File: config.mk
export PLATFORM = sky130hd
export DESIGN_NAME = lpm_ctrl
export DESIGN_NICKNAME = d
export VERILOG_FILES = /design/src/rtl/lpm_pkg.sv /design/src/rtl/lpm_ctrl.sv
export SDC_FILE = /design/constraint.sdc
export NUM_CORES = 1
export LEC_CHECK = 0
export ABC_AREA = 1
export BUFFER_PORTS_ARGS = -buffer_cell sky130_fd_sc_hd__buf_2
export CORE_MARGIN = 5
export CORE_UTILIZATION = 39
export DETAILED_ROUTE_END_ITERATION = 10
export PLACE_DENSITY_LB_ADDON = 0.25
export SYNTH_ARGS = -nofsm -noshare
export SYNTH_HDL_FRONTEND = slang
export SYNTH_SLANG_ARGS = --single-unit
File: constraint.sdc
create_clock -name i_clock -period 1.75 [get_ports i_clock]
set_input_delay 0.2625 -clock i_clock [delete_from_list [all_inputs] [get_ports i_clock]]
set_output_delay 0.2625 -clock i_clock [all_outputs]
set_load 0.01 [all_outputs]
File: src/rtl/lpm_pkg.sv
`default_nettype none
package lpm_pkg;
  // ----------------------------------------------------------------
  // power modes
  // ----------------------------------------------------------------
  typedef enum logic [1:0] {LPM_RUN, LPM_LIGHT, LPM_DEEP} lpm_mode_e;

  // ----------------------------------------------------------------
  // field values and reset values
  // ----------------------------------------------------------------
  localparam logic [1:0] OSD_ENABLED = 2'h3;   // detection on
  localparam logic [1:0] OSD_RST = 2'h0;       // detection off after reset
  localparam logic [2:0] LVL_OFF = 3'h0;       // priority level that disables
  localparam logic DIV8_RST = 1'h1;            // cpu starts divided by 8
  localparam logic LSO_OFF_RST = 1'h0;         // low-speed oscillator on
  localparam logic DRIVE_RST = 1'h0;           // oscillator drive low
  localparam logic PIN_SEL_RST = 1'h0;         // oscillator pins as ports
  localparam logic ONCHIP_RST = 1'h1;          // on-chip clock after reset
  localparam int DIV128 = 128;                 // ring clock divider
  localparam int DIV32 = 32;                   // slowest peripheral divider
  localparam int NUM_WAKE = 12;                // wake source lines
  // wake source indices
  localparam int W_KEY = 0;
  localparam int W_INT0 = 1;
  localparam int W_INT1 = 2;
  localparam int W_INT3 = 3;
  localparam int W_VM2 = 4;
  localparam int W_CMP = 5;
  localparam int W_TZ = 6;
  localparam int W_TC = 7;
  localparam int W_OSD = 8;
  localparam int W_TX = 9;
  localparam int W_WDT = 10;
  localparam int W_SIO = 11;
  // ----------------------------------------------------------------
  // timing
  // ----------------------------------------------------------------
  localparam int CLK_MHZ = 125;                // core clock rate
  localparam int OSD_MIN_MHZ = 2;              // least detectable main clock
  // a main clock of 2 MHz toggles at most every 32 core cycles
  localparam int STOP_CYC = (CLK_MHZ / OSD_MIN_MHZ + 1) / 2 + 1;
endpackage : lpm_pkg
`default_nettype wire

File: src/rtl/lpm_ctrl.sv
`timescale 1ns/10ps
`default_nettype none
// Overview of operation
// - light sleep halts cpu, oscillators keep running
// - stop-in-wait bit halts divided peripheral clocks
// - sleep opcode enters light sleep
// - pins hold their pre-sleep state
// - stop-in-wait limits wake to external, vm2 and protected watchdog sources
// - light wake keeps previous cpu divider
// - light sleep wake source qualification table
// - deep sleep stops all oscillators
// - deep sleep wake source qualification table
// - clock stop write sets div8 and drive
// - deep sleep drives oscillator output high with oscillator pins selected
// - deep wake runs cpu at divide eight
// - main stop selects on-chip clock, flags, irq
// - shared vector cause indication
// - fast ring select picks fallback oscillator
// - ring clock and divide-128 keep running in light sleep, stop in deep sleep
module lpm_ctrl #(
  parameter int NW = lpm_pkg::NUM_WAKE,              // number of wake lines
  parameter int STOP_CYCLES = lpm_pkg::STOP_CYC      // main clock silence limit
) (
  input wire logic i_clock,                          // core clock
  input wire logic i_reset,                          // sync reset, high
  input wire logic i_sleep_exec,                     // sleep opcode executed
  input wire logic i_all_clock_stop_wr,              // write 1 to all_clock_stop
  input wire logic i_periph_clk_stop_in_wait,        // stop fi in light sleep
  input wire logic i_xin_osc_out_pin_pin_select,            // oscillator pins in use
  input wire logic [1:0] i_osc_stop_detect_enable,   // detection enable field
  input wire logic i_fast_ring_select,               // fallback fast oscillator
  input wire logic i_flag_clear,                     // clear stopped flag
  input wire logic i_onchip_clear,                   // return to main clock
  input wire logic i_cpu_div8_clear,                 // software picks a faster divider
  input wire logic i_lowspeed_osc_off_set,           // software stops low-speed osc
  input wire logic i_global_irq_enable,              // cpu I flag
  input wire logic i_wdt_protect_mode,               // watchdog source protected
  input wire logic i_cmp_one_shot,                   // comparator one-shot mode
  input wire logic i_tx_event_mode,                  // timer X external count
  input wire logic i_int0_unfiltered,                // int0 no filter
  input wire logic i_int3_unfiltered,                // int3 no filter
  input wire logic i_timer_c_input_select,           // int3 request at input
  input wire logic i_sio_ext_clock,                  // serial external clock
  input wire logic i_vm2_filter_disable,             // vm2 filter off
  input wire logic i_vm2_cause_flag,                 // vm2 cause in
  input wire logic i_wdt_cause_flag,                 // watchdog cause in
  input wire logic [NW-1:0] i_wake_req,              // raw wake requests
  input wire logic [3*NW-1:0] i_irq_priority_level,  // levels, 3 bits each
  input wire logic i_main_osc_clk,                   // main oscillator pin
  input wire logic [7:0] i_pins_out,                 // pin values from cpu
  output logic [1:0] o_mode,                         // current power mode
  output logic o_cpu_clk_en,                         // cpu clock gate
  output logic o_wdt_clk_en,                         // watchdog clock gate
  output logic o_periph_clk_en,                      // f1..f32 gate
  output logic o_ring_clk_en,                        // ring clock and /128 gate
  output logic o_osc_run,                            // oscillators run
  output logic o_cpu_div8_select,                    // cpu divide by 8
  output logic o_main_osc_drive_high,                // oscillator drive high
  output logic o_lowspeed_osc_off,                   // low-speed osc off
  output logic o_onchip_clock_select,                // on-chip clock in use
  output logic o_main_clock_stopped_flag,            // main clock stopped
  output logic o_fast_ring_active,                   // fallback is fast osc
  output logic o_osd_irq,                            // detection interrupt pulse
  output logic o_osd_cause,                          // shared vector: osd
  output logic o_wdt_cause,                          // shared vector: watchdog
  output logic o_vm2_cause,                          // shared vector: vm2
  output logic o_wake_irq,                           // wake interrupt pulse
  output logic [7:0] o_pins,                         // pin values to pads
  output logic o_osc_out,                            // osc out pin value
  output logic o_osc_out_oe                          // osc out pin enable
);

  // ----------------------------------------------------------------
  // qualification of each wake source
  // ----------------------------------------------------------------
  // which sources may wake the given sleep kind
  function automatic logic [NW-1:0] wake_ok(input logic deep, input logic pstop,
                                            input logic [NW-1:0] req);
    logic [NW-1:0] ok;
    ok = '0;
    if (!deep) begin
      ok[lpm_pkg::W_KEY] = 1'b1;
      ok[lpm_pkg::W_VM2] = 1'b1;
      ok[lpm_pkg::W_INT1] = 1'b1;
      ok[lpm_pkg::W_INT0] = !pstop || i_int0_unfiltered;
      ok[lpm_pkg::W_INT3] = !pstop || i_int3_unfiltered;
      ok[lpm_pkg::W_CMP] = !pstop && i_cmp_one_shot;
      ok[lpm_pkg::W_TZ] = !pstop;
      ok[lpm_pkg::W_TC] = !pstop;
      ok[lpm_pkg::W_OSD] = !pstop;
      ok[lpm_pkg::W_TX] = !pstop || i_tx_event_mode;
      ok[lpm_pkg::W_WDT] = i_wdt_protect_mode;
      ok[lpm_pkg::W_SIO] = !pstop || i_sio_ext_clock;
    end else begin
      ok[lpm_pkg::W_KEY] = 1'b1;
      ok[lpm_pkg::W_INT0] = i_int0_unfiltered;
      ok[lpm_pkg::W_INT1] = 1'b1;
      ok[lpm_pkg::W_INT3] = i_int3_unfiltered && i_timer_c_input_select;
      ok[lpm_pkg::W_TX] = i_tx_event_mode;
      ok[lpm_pkg::W_SIO] = i_sio_ext_clock;
      ok[lpm_pkg::W_VM2] = i_vm2_filter_disable;
    end
    return ok & req;
  endfunction : wake_ok

  // ----------------------------------------------------------------
  // enabled requests
  // ----------------------------------------------------------------
  logic [NW-1:0] lvl_on; // nonzero level per source
  genvar g;
  generate
    for (g = 0; g < NW; g = g + 1) begin : g_lvl
      assign lvl_on[g] = i_irq_priority_level[3*g +: 3] != lpm_pkg::LVL_OFF;
    end
  endgenerate

  lpm_pkg::lpm_mode_e mode; // power mode
  logic wake; // qualified wake this cycle
  // disabled sources never wake, so a reset-only exit works
  assign wake = i_global_irq_enable &&
                (|wake_ok(mode == lpm_pkg::LPM_DEEP, i_periph_clk_stop_in_wait,
                          i_wake_req & lvl_on));

  // ----------------------------------------------------------------
  // mode machine
  // ----------------------------------------------------------------
  // entry by opcode or register write, exit on qualified wake
  always_ff @(posedge i_clock) begin
    if (i_reset) begin
      mode <= lpm_pkg::LPM_RUN;
    end else begin
      case (mode)
        lpm_pkg::LPM_RUN: begin
          if (i_all_clock_stop_wr) begin
            mode <= lpm_pkg::LPM_DEEP;
          end else if (i_sleep_exec) begin
            mode <= lpm_pkg::LPM_LIGHT;
          end
        end
        default: begin
          if (wake) begin
            mode <= lpm_pkg::LPM_RUN;
          end
        end
      endcase
    end
  end

  // wake interrupt request, one cycle on exit
  always_ff @(posedge i_clock) begin
    if (i_reset) begin
      o_wake_irq <= 1'b0;
    end else begin
      o_wake_irq <= mode != lpm_pkg::LPM_RUN && wake;
    end
  end

  // ----------------------------------------------------------------
  // clock gates
  // ----------------------------------------------------------------
  assign o_mode = mode;
  assign o_cpu_clk_en = mode == lpm_pkg::LPM_RUN;
  assign o_wdt_clk_en = (mode == lpm_pkg::LPM_RUN) ||
                        (mode == lpm_pkg::LPM_LIGHT && i_wdt_protect_mode);
  assign o_periph_clk_en = (mode == lpm_pkg::LPM_RUN) ||
                           (mode == lpm_pkg::LPM_LIGHT && !i_periph_clk_stop_in_wait);
  assign o_ring_clk_en = mode != lpm_pkg::LPM_DEEP;
  assign o_osc_run = mode != lpm_pkg::LPM_DEEP;

  // ----------------------------------------------------------------
  // clock setting bits
  // ----------------------------------------------------------------
  // divider is set on deep entry and cleared by software, light wake keeps it
  always_ff @(posedge i_clock) begin
    if (i_reset) begin
      o_cpu_div8_select <= lpm_pkg::DIV8_RST;
      o_main_osc_drive_high <= lpm_pkg::DRIVE_RST;
    end else if (mode == lpm_pkg::LPM_RUN && i_all_clock_stop_wr) begin
      o_cpu_div8_select <= 1'b1;
      o_main_osc_drive_high <= 1'b1;
    end else if (i_cpu_div8_clear) begin
      // deep entry wins over a software clear in the same cycle
      o_cpu_div8_select <= 1'b0;
    end
  end

  // ----------------------------------------------------------------
  // pins
  // ----------------------------------------------------------------
  // pads freeze at the value seen when sleep began
  always_ff @(posedge i_clock) begin
    if (i_reset) begin
      o_pins <= 8'h00;
    end else if (mode == lpm_pkg::LPM_RUN) begin
      o_pins <= i_pins_out;
    end
  end

  assign o_osc_out = 1'b1;
  // driven high only in deep sleep with oscillator pins selected
  assign o_osc_out_oe = mode == lpm_pkg::LPM_DEEP && i_xin_osc_out_pin_pin_select;

  // ----------------------------------------------------------------
  // oscillator stop detection
  // ----------------------------------------------------------------
  logic [2:0] osc_sync; // three stage synchroniser
  logic [$clog2(STOP_CYCLES+1)-1:0] quiet; // cycles without a main edge
  logic osd_on; // detection armed
  logic main_stop; // silence reached
  always_ff @(posedge i_clock) begin
    if (i_reset) begin
      osc_sync <= 3'h0;
    end else begin
      osc_sync <= {osc_sync[1:0], i_main_osc_clk};
    end
  end

  // below 2 MHz the silence limit trips falsely, software must disarm
  assign osd_on = i_osc_stop_detect_enable == lpm_pkg::OSD_ENABLED &&
                  !o_onchip_clock_select;
  assign main_stop = osd_on && quiet == STOP_CYCLES[$bits(quiet)-1:0];

  // count while stages two and three agree
  always_ff @(posedge i_clock) begin
    if (i_reset || !osd_on || osc_sync[2] != osc_sync[1]) begin
      quiet <= '0;
    end else if (!main_stop) begin
      quiet <= quiet + 1'b1;
    end
  end

  // on stop: on-chip clock, flag, low-speed on, interrupt; set beats clear
  always_ff @(posedge i_clock) begin
    if (i_reset) begin
      o_onchip_clock_select <= lpm_pkg::ONCHIP_RST;
      o_main_clock_stopped_flag <= 1'b0;
      o_lowspeed_osc_off <= lpm_pkg::LSO_OFF_RST;
      o_osd_irq <= 1'b0;
      o_fast_ring_active <= 1'b0;
    end else begin
      o_osd_irq <= main_stop;
      if (main_stop) begin
        o_onchip_clock_select <= 1'b1;
        o_main_clock_stopped_flag <= 1'b1;
        o_lowspeed_osc_off <= 1'b0;
        o_fast_ring_active <= i_fast_ring_select;
      end else begin
        if (i_onchip_clear) begin
          o_onchip_clock_select <= 1'b0;
        end
        if (i_flag_clear) begin
          o_main_clock_stopped_flag <= 1'b0;
        end
        // a stop in the same cycle wins, the fallback needs this oscillator
        if (i_lowspeed_osc_off_set) begin
          o_lowspeed_osc_off <= 1'b1;
        end
      end
    end
  end

  // shared vector cause bits
  assign o_osd_cause = o_main_clock_stopped_flag ||
                       (i_osc_stop_detect_enable == lpm_pkg::OSD_ENABLED &&
                        o_onchip_clock_select);
  assign o_wdt_cause = i_wdt_cause_flag;
  assign o_vm2_cause = i_vm2_cause_flag;

  // ----------------------------------------------------------------
  // checks
  // ----------------------------------------------------------------
  AST_LIGHT_ENTRY: assert property (@(posedge i_clock) disable iff (i_reset)
    mode == lpm_pkg::LPM_RUN && i_sleep_exec && !i_all_clock_stop_wr
    |=> mode == lpm_pkg::LPM_LIGHT && !o_cpu_clk_en)
    else $error("light sleep not entered");
  AST_DEEP_DIV8: assert property (@(posedge i_clock) disable iff (i_reset)
    mode == lpm_pkg::LPM_RUN && i_all_clock_stop_wr
    |=> o_cpu_div8_select && o_main_osc_drive_high && !o_osc_run)
    else $error("deep entry bits wrong");
  AST_PSTOP: assert property (@(posedge i_clock) disable iff (i_reset)
    mode == lpm_pkg::LPM_LIGHT && i_periph_clk_stop_in_wait |-> !o_periph_clk_en)
    else $error("peripheral clock running");
  AST_RING: assert property (@(posedge i_clock) disable iff (i_reset)
    mode == lpm_pkg::LPM_LIGHT |-> o_ring_clk_en && o_osc_run)
    else $error("ring clock stopped in light sleep");
  AST_PIN_HOLD: assert property (@(posedge i_clock) disable iff (i_reset)
    mode != lpm_pkg::LPM_RUN && $past(mode) != lpm_pkg::LPM_RUN |-> $stable(o_pins))
    else $error("pins moved in sleep");
  AST_NO_WAKE_OFF: assert property (@(posedge i_clock) disable iff (i_reset)
    mode != lpm_pkg::LPM_RUN && !i_global_irq_enable |=> mode == $past(mode))
    else $error("woke with interrupts off");
  AST_LIGHT_DIV: assert property (@(posedge i_clock) disable iff (i_reset)
    mode == lpm_pkg::LPM_LIGHT ##1 mode == lpm_pkg::LPM_RUN
    |-> $stable(o_cpu_div8_select))
    else $error("divider changed on light wake");
  AST_OSD: assert property (@(posedge i_clock) disable iff (i_reset)
    main_stop |=> o_onchip_clock_select && o_main_clock_stopped_flag && o_osd_irq
                  && !o_lowspeed_osc_off)
    else $error("stop detection effects missing");
  AST_OSC_OUT_PIN: assert property (@(posedge i_clock) disable iff (i_reset)
    mode == lpm_pkg::LPM_DEEP |-> o_osc_out_oe == i_xin_osc_out_pin_pin_select)
    else $error("oscillator output pin wrong");
endmodule : lpm_ctrl
`default_nettype wire

# ---- Yosys cells after proc, flatten, opt, wreduce, memory -nomap -nowiden
# Index checks and enable logic that the tools add are counted.
dict set report classes {
  add_sub_neg 1
  n_eq_ne 7
  n_mux 11
  bitwise_logic 2
  n_reduce_logical 43
}
# operator count
set ops {}
lappend ops {{nonzero test 3 bit} 12}
lappend ops {{AND 12 bit} 2}
lappend ops {{OR reduction 12 bit} 1}
lappend ops {{logical AND 1 bit} 11}
lappend ops {{logical OR 1 bit} 9}
lappend ops {{2-to-1 mux 2 bit} 4}
lappend ops {{adder 6 x 1 -> 6 bit (second input constant)} 1}
lappend ops {{equality test 6 bit (second input constant)} 1}
lappend ops {{nonzero test 2 bit} 3}
lappend ops {{2-to-1 mux 1 bit} 5}
lappend ops {{2-to-1 mux 5 bit} 1}
lappend ops {{equality test 2 bit (second input constant)} 2}
lappend ops {{2-to-1 mux 4 bit} 1}
lappend ops {{OR reduction 2 bit} 2}
lappend ops {{logical NOT 1 bit} 3}
lappend ops {{inequality test 3 bit (second input constant)} 1}
lappend ops {{equality test 2 x 1 -> 1 bit (second input constant)} 1}
lappend ops {{logical NOT 2 bit} 1}
lappend ops {{inequality test 2 bit (second input constant)} 1}
lappend ops {{AND reduction 2 bit} 1}
lappend ops {{inequality test 1 bit} 1}
dict set report totals {
  reg_bits 27
  input_bits 81
  out_inout_bits 28
  elab_cells 76
}

# ---- Depth between registers and ports, before layout
# Gate-level depths: netlist (run 1).
dict set report logic_depth {
  word_depth 8
  mapped_depth 11
  mapped_depth_nobuf 11
}

# ---- Worst setup path after synthesis (run 1)
# OpenSTA, ideal clock, no wires.
dict set report synth_path {
  path_kind {register to register}
  startpoint {reg mode[0], in the netlist o_mode[0]}
  endpoint {reg mode[0], in the netlist o_mode[0]}
  setup_ns 0.116
  t_arrival_ns 1.146
  required_ns 1.634
  setup_slack_ns 0.488
  stages_incl_launch_ff 9
  path_buffers 0
  synth_period_minus_slack_ns 1.262
  path_cell_list {dfxtp_1 -> inv_2 -> a21oi_2 -> nand3_1 -> nand2_1 -> nor2_1 -> nand3_1 -> nand2_2 -> and3_2}
}
dict set report synth_between {
  elab_chain_cells 7
  word_cells_on_any_way 14
  classes_between {eq/ne (2); mux (6); bitwise (1); reduce/logical (5)}
}
# item line_no
set synth_rtl {}
lappend synth_rtl {{start, declared} lpm_ctrl.sv:117} ;# lpm_pkg::lpm_mode_e mode;
lappend synth_rtl {{start signal, assigned} lpm_ctrl.sv:130} ;# mode <= lpm_pkg::LPM_RUN;
lappend synth_rtl {{start signal, assigned} lpm_ctrl.sv:135} ;# mode <= lpm_pkg::LPM_DEEP;
lappend synth_rtl {{start signal, assigned} lpm_ctrl.sv:137} ;# mode <= lpm_pkg::LPM_LIGHT;
lappend synth_rtl {{equality test 2 bit} lpm_ctrl.sv:121} ;# (|wake_ok(mode == lpm_pkg::LPM_DEEP, i_periph_clk_stop_in_wait,
lappend synth_rtl {{2-to-1 mux 5 bit, or another cell as far along} lpm_ctrl.sv:81} ;# if (!deep) begin
lappend synth_rtl {{AND 12 bit} lpm_ctrl.sv:103} ;# return ok & req;
lappend synth_rtl {{OR reduction 12 bit} lpm_ctrl.sv:121}
lappend synth_rtl {{logical AND 1 bit} lpm_ctrl.sv:120} ;# assign wake = i_global_irq_enable &&
lappend synth_rtl {{nonzero test 2 bit (no line)} -}
lappend synth_rtl {{AND reduction 2 bit (no line)} -}
# Parallel ways exist; a longest one is shown, timed or not.
# A chain may end at the register's enable or synchronous reset.

# ---- Worst setup path after layout (run 1)
dict set report layout_path {
  startpoint {reg mode[1], in the netlist o_mode[1]}
  endpoint {out o_cpu_clk_en}
}
dict set report layout_between {
  elab_chain_cells 1
}
# item line_no
set layout_rtl {}
lappend layout_rtl {{logical NOT 2 bit} lpm_ctrl.sv:162} ;# assign o_cpu_clk_en = mode == lpm_pkg::LPM_RUN;
lappend layout_rtl {{end, declared} lpm_ctrl.sv:52} ;# output logic o_cpu_clk_en,
# No other way between the ends.

==> results of run 1 <==
==> synth_stat cells <==
library cell / n
o21ai_2: 1
nand2_4: 2
inv_2: 2
buf_4: 4
a21boi_0: 3
conb_1: 1
a21oi_1: 7
nand2_1: 29
nor2_1: 48
or2_1: 1
o211ai_1: 1
inv_1: 37
o22ai_1: 1
nand4_1: 1
nand3_1: 14
o21ai_0: 14
a21oi_2: 2
ha_1: 2
clkbuf_1: 2
buf_2: 1
and3_2: 1
dfxtp_1: 27
nor4_1: 1
xor2_1: 1
buf_6: 1
xnor2_1: 1
nand3b_1: 1
nand2_2: 1
nor3_1: 5
==> placed cells by master, fill, tap and decap left out <==
cell type and count:
buf_2 103, nor2_1 48, inv_1 37, nand2_1 29, dfxtp_1 26, nand3_1 14, o21ai_0 14, a21oi_1 7
nor3_1 5, a21boi_0 3, clkbuf_4 3, inv_2 2, nand2_4 2, a21oi_2 2, ha_1 2, buf_4 2
nand4_1 1, nor4_1 1, o211ai_1 1, o22ai_1 1, xnor2_1 1, or2_1 1, o21ai_2 1, nand3b_1 1
nand2_2 1, and3_2 1, xor2_1 1, conb_1 1, clkinv_2 1, dfxtp_2 1
==> path summary, 6_finish.rpt <==
path                      endpoint  cells after the start            from
min          o_onchip_clock_select                      2  i_onchip_clear
min reg2reg            osc_sync[1]                      2     osc_sync[0]
max                   o_cpu_clk_en                      3       o_mode[1]
max reg2reg               quiet[1]                      8        quiet[1]
==> stage by stage <==
step | total power, mW | cells
final | 1.32 | 359
after global routing | 1.42 | 359
after CTS | 1.33 | 359
after detailed placement | 1.07 | 355
after global placement | 1.07 | 355
after floorplan | 0.900 | 212
==> metal layers <==
| metal | GRT usage (%) | wire length (um) |
|---|---|---|
| met5 | 0 | 0 |
| met4 | 3.40 | 35 |
| met3 | 4.73 | 294 |
| met1 | 17.9 | 1540 |
| met2 | 27.8 | 1860 |
==> critical path, delay by kind of cell (launching register included) <==
family                 cells  cell delay (ns)
buffers and inverters      2             0.31
DFF                        1             0.41
and+or+nand+nor            1             0.23
==> registers in the layout, indices dropped and copies added, names as in the netlist <==
register                   cells
o_main_osc_drive_high          1
osc_sync                       3
quiet                          6
o_onchip_clock_select          1
o_wake_irq                     1
o_main_clock_stopped_flag      1
o_fast_ring_active             1
o_pins                         8
o_mode                         2
o_osd_irq                      1
o_cpu_div8_select              1
o_lowspeed_osc_off             1
==> power groups by stage <==
stage | Sequential [mW] | Combinational [mW] | Clock [mW]
floorplan | 0.714 | 0.186 | 0
global placement | 0.703 | 0.364 | 0
detailed placement | 0.702 | 0.369 | 0
CTS | 0.690 | 0.370 | 0.274
global route | 0.698 | 0.419 | 0.301
finish | 0.691 | 0.365 | 0.261
==> cell families (layout without fill, tap and decap cells) <==
logic type	count (synthesis)	count (layout)	synth area share [%]
AND/OR/NAND/NOR	104	104	31.9
buffers and inverters	47	148	14.3
AO/OA/AOI/OAI	29	29	12.0
flip-flops	27	27	38.6
adder cells (fa/ha/maj)	2	2	1.79
XOR/XNOR	2	2	1.25
other	1	1	0.268
==> layout make-up <==
type	count	area (sq um)	area share, %
multi-input combinational	138	661	33.6
sequential	27	542	27.6
timing repair buffer	105	531	27.0
inverter	39	146	7.45
tap	46	57.6	2.93
clock buffer	3	22.5	1.15
clock inverter	1	5.00	0.255
==> timing repair <==
action,CTS,global route
resized for setup,0,1
setup endpoints to repair,0,1
hold buffers,0,0
setup buffers,0,0
==> impl_results.md, run 1 <==
* Status: complete, no violations
* Rel. slew slack at 66.8%
* Ys Warns at 0
* GRT Total Usage at 15.5%
* Ant diodes at 0
* Peak supply drop at 586 uV
* Worst hold margin at 0.116 ns
* Top cell type's share of synthesized area at 38.6%
* Cell area after layout at 0.00196 sq mm
* Die height at 69.9 um
* CP peak stage delay at 0.41 ns
* Tcrit/Tclk final at 87.7%
* Period minus WS final at 1.53 ns
* Post-Synthesis Cells at 212
* Area Overhead vs Synth at 40.2%
* Crit path DAT at 1.27 ns
* Util after Layout at 57.5%
* Via density per instance at 4.48
* Die area at 0.00489 sq mm
* Core ar. at 0.00342 sq mm
* Seq cells post-synth at 27
* Startpoint Class: flip-flop
* Int Pwr at 0.919 mW
* Residual DRC at 0
* Skew-Pair Late Insertion Delay at 0.32 ns
* CTS tree: built
* Clock power frac at 19.8%
* Final setup vio count at 0
* Fmax at 652 MHz
* Vias post-DR at 1608
* Synthesized cell area at 0.00140 sq mm
* Final Hold Fails at 0
* Vias in the first global route at 1533
* Nets at 397
* Initial antenna violation count at 0
* Slew @ Worst Pin at 0.494 ns
* Static Leak at 1.12 nW
* RSZ-0062 raised after global routing: no
* Largest net degree at the start of global routing at 16
* Worst setup EP type: output port
* Critical path, cell by cell: nor2_1 > buf_4 > buf_2
* Share of layout cells above drive strength 1 at 38.0%
* Syn Nets at 295
* Pins Over Slew Limit at 0
* Area contributors post-synth: dfxtp_1 (39%), nor2_1 (13%), inv_1 (9.9%)
* Comb pwr share at 27.7%
* CTS Sinks at 27
* Syn avg cell area at 6.61 sq um
* CTS Root Cell: clkbuf_4
* Die outline width at 69.9 um
* Setup WS post-layout at 0.216 ns
* Row cnt at 21
* Port-buffer cells at 103
* Global-route wire length before repair at 6.47 mm
* Fin Setup TNS at 0 ns
* Slowest CP cell: dfxtp_2
* Num ports at 109
* H-tree levels at 1
* Buffer depth of the longest clock path at 2
* Setup CP Type: reg -> out
* Area leader, netlist: dfxtp_1
* CP Max Fanout at 11
* Post-DRT Antenna Nets at 0
* Unique masters post-synth at 29
* Drt wl/cell at 10.4 um
* DP Area at 0.00194 sq mm
* Flop-to-flop setup slack at 0.30 ns
* Switching Fraction at 30.2%
* GPL Wtd Cong at 0.758
* Worst Clk Skew at 0.00350 ns
* Flop pwr share at 52.4%
* Switching power at 0.398 mW
* Worst-path clk slew at 0.14 ns
* CTS Buf Count at 3
* Total grt overflow at 0
* Pre-CTS WS at 0.309 ns
* WL final at 3.73 mm
* Data required, critical path at 1.49 ns
* P per Cell Area at 671 mW/mm^2
* Detailed Routing Iterations Pass 1 at 4
* Final HPWL DP at 3.21 mm
* MaxCap Viol Count at 0
* DR iter-0 viols at 29
* Tightest Hold Check Type: in -> reg
* # fillers at 380
* Seq/Total Area, Yosys at 38.6%
* Starting density of the core at 41.0%
Note: power is estimated with default switching activity, not from simulation.
==> run 2, diff against run 1 <==
--- a/config.mk
+++ b/config.mk
@@ -7,10 +7,11 @@
 export LEC_CHECK = 0
 export ABC_AREA = 1
 export BUFFER_PORTS_ARGS = -buffer_cell sky130_fd_sc_hd__buf_2
-export CORE_MARGIN = 5
+export CORE_MARGIN = 2
 export CORE_UTILIZATION = 39
 export DETAILED_ROUTE_END_ITERATION = 10
 export PLACE_DENSITY_LB_ADDON = 0.25
+export REMOVE_ABC_BUFFERS = 1
 export SYNTH_ARGS = -nofsm -noshare
 export SYNTH_HDL_FRONTEND = slang
 export SYNTH_SLANG_ARGS = --single-unit
==> run 2 against run 1 <==
Net effect: global-route usage rose by 2.7 points; final area increased by 0.13%; sequential share of layout area about the same; sequential power hardly changed; critical path type unchanged; critical endpoint unchanged.
==> impl_results.md, run 2 (synthesis results as in run 1) <==
* Largest Register: o_pins
* Fmax at 653 MHz (+0.14%)
* Period minus WS final at 1.53 ns (-0.00208 ns)
* Area Overhead vs Synth at 40.4%
* CTS Sinks at 27 (unchanged)
* Regs by FF count: o_pins: 8 flops, quiet: 6 flops, osc_sync: 3 flops
* Worst Hold Depth at 2 (unchanged)
* Die height at 63.9 um (-8.6%)
* Largest net degree at the start of global routing at 17 (+1)
* DR iter-0 viols at 23 (-21%)
* Max FFs per register at 8 (unchanged)
* Initial antenna violation count at 0 (unchanged)
* Fin Setup TNS at 0 ns (unchanged)
* Data required, critical path at 1.49 ns (about the same)
* Pre-CTS WS at 0.314 ns (+0.00498 ns)
* Port-buffer cells at 103 (unchanged)
* H-tree levels at 1 (unchanged)
* # fillers at 351 (-7.6%)
* Worst setup EP type: output port
* Slowest CP cell: dfxtp_2
* Status: complete, no violations
* Final Hold Fails at 0 (unchanged)
* CTS Root Cell: clkbuf_4
* # resized after CTS at 0 (unchanged)
* MaxCap Viol Count at 0 (unchanged)
* Share of layout cells above drive strength 1 at 38.0% (unchanged)
* Final setup vio count at 0 (unchanged)
* Starting density of the core at 41.3% (+0.32 points)
* Drt wl/cell at 9.62 um (-7.5%)
* Slew @ Worst Pin at 0.548 ns (+0.0543 ns)
* Setup CP Type: reg -> out
* RSZ-0062 raised after global routing: no
* CP peak stage delay at 0.42 ns (about the same)
* Vias in the first global route at 1537 (+0.26%)
* CP Max Fanout at 11 (unchanged)
* Pins Over Slew Limit at 0 (unchanged)
* Via density per instance at 4.45 (-0.62%)
* Placed insts at 355 (unchanged)
* Most frequent cells in the layout: buf_2 (103), nor2_1 (48), inv_1 (37)
* Row cnt at 21 (unchanged)
* Setup Buffers After CTS at 0 (unchanged)
* Global-route wire length before repair at 6.17 mm (-4.7%)
* Residual DRC at 0 (unchanged)
* Tcrit/Tclk final at 87.6% (-0.12 points)
* Post-CTS Hold Buffers at 0 (unchanged)
* CTS Buf Count at 3 (unchanged)
* Setup WS post-layout at 0.218 ns (+0.00207 ns)
* Startpoint Class: flip-flop
* Commonest non-fill, non-tap cell in the layout: buf_2
* Worst-path clk slew at 0.15 ns (about the same)
* Rel. slew slack at 63.1% (-3.7 points)
* CTS tree: built
* Crit path DAT at 1.27 ns (about the same)
* Num ports at 109 (unchanged)
* WL final at 3.45 mm (-7.5%)
* Detailed Routing Iterations Pass 1 at 4 (unchanged)
* GRT Total Usage at 18.2% (+2.7 points)
* Skew-Pair Late Insertion Delay at 0.32 ns (about the same)
* GPL Wtd Cong at 0.830 (+9.5%)
* Reg2Reg Depth at 8 (unchanged)
* Die outline width at 63.9 um (-8.6%)
* Ant diodes at 0 (unchanged)
* Critical path, cell by cell: nor2_1 > buf_4 > buf_2
* Core ar. at 0.00339 sq mm (-0.77%)
* Nets at 397 (unchanged)
* PnR Total Power at 1.32 mW (+0.43%)
* Tightest Hold Check Type: in -> reg
* Static Leak at 1.12 nW (-0.32%)
* Die area at 0.00409 sq mm (-16%)
* Post-DRT Antenna Nets at 0 (unchanged)
* Final HPWL DP at 2.86 mm (-11%)
* Peak supply drop at 489 uV (-17%)
* Post-Layout Cell Count at 359 (unchanged)
* Total grt overflow at 0 (unchanged)
* Worst Clk Skew at 0.00772 ns (+0.00422 ns)
* Buffer depth of the longest clock path at 2 (unchanged)
* Vias post-DR at 1598 (-0.62%)
* P per Cell Area at 673 mW/mm^2 (+0.30%)
run 2: changes by cell type in the layout (fill, tap and decap cells not counted):
cell,change
clkinv_2,-1
clkinvlp_4,+1
run 2: path summary, 6_finish.rpt:
path | slack (ns) | end | from
setup / recovery | 0.22 | o_cpu_clk_en | o_mode[1]
hold / removal | 0.11 | o_onchip_clock_select | i_onchip_clear
setup reg to reg | 0.31 | quiet[1] | quiet[0]
hold reg to reg | 0.43 | osc_sync[1] | osc_sync[0]
run 2: worst max-delay path, delay by kind of cell, from the launching register on:
family / cells / cell delay [ns]
simple gates: 1 / 0.20
flops: 1 / 0.42
buf+inv: 2 / 0.33
run 2: cell type report:
cell class / count / area, sq um / share of cell area, %
clock inverters: 1 / 7.51 / 0.382
inverters: 39 / 146 / 7.44
repair buffers: 105 / 531 / 27.0
clock buffers: 3 / 22.5 / 1.15
well taps: 46 / 57.6 / 2.93
flip-flops and latches: 27 / 542 / 27.5
multi-input cells: 138 / 661 / 33.6
run 2: through the flow:
| step | hold WS, ns | util [%] | area (sq um) |
|---|---|---|---|
| after floorplan | 0.325 | - | 1350 |
| after global placement | 0.391 | 57.1 | 1940 |
| after detailed placement | 0.401 | 57.1 | 1940 |
| after CTS | 0.100 | 58.0 | 1970 |
| after global routing | 0.0783 | 58.0 | 1970 |
| final | 0.110 | 58.0 | 1970 |
run 2: routing by layer:
| layer | up-vias | global-route usage, % | routed length, um |
|---|---|---|---|
| met5 | - | 0 | 0 |
| met3 | 4 | 4.40 | 319 |
| met4 | 0 | 7.61 | 36 |
| met1 | 677 | 21.7 | 1520 |
| met2 | 67 | 30.9 | 1570 |
| li1 | 850 | - | - |
run 2: power by group:
| group | total [mW] | switching (mW) | internal, mW |
|---|---|---|---|
| clock network | 0.273 | 0.185 | 0.0873 |
| logic | 0.360 | 0.190 | 0.170 |
| registers | 0.690 | 0.0304 | 0.660 |
| total | 1.32 | 0.406 | 0.917 |
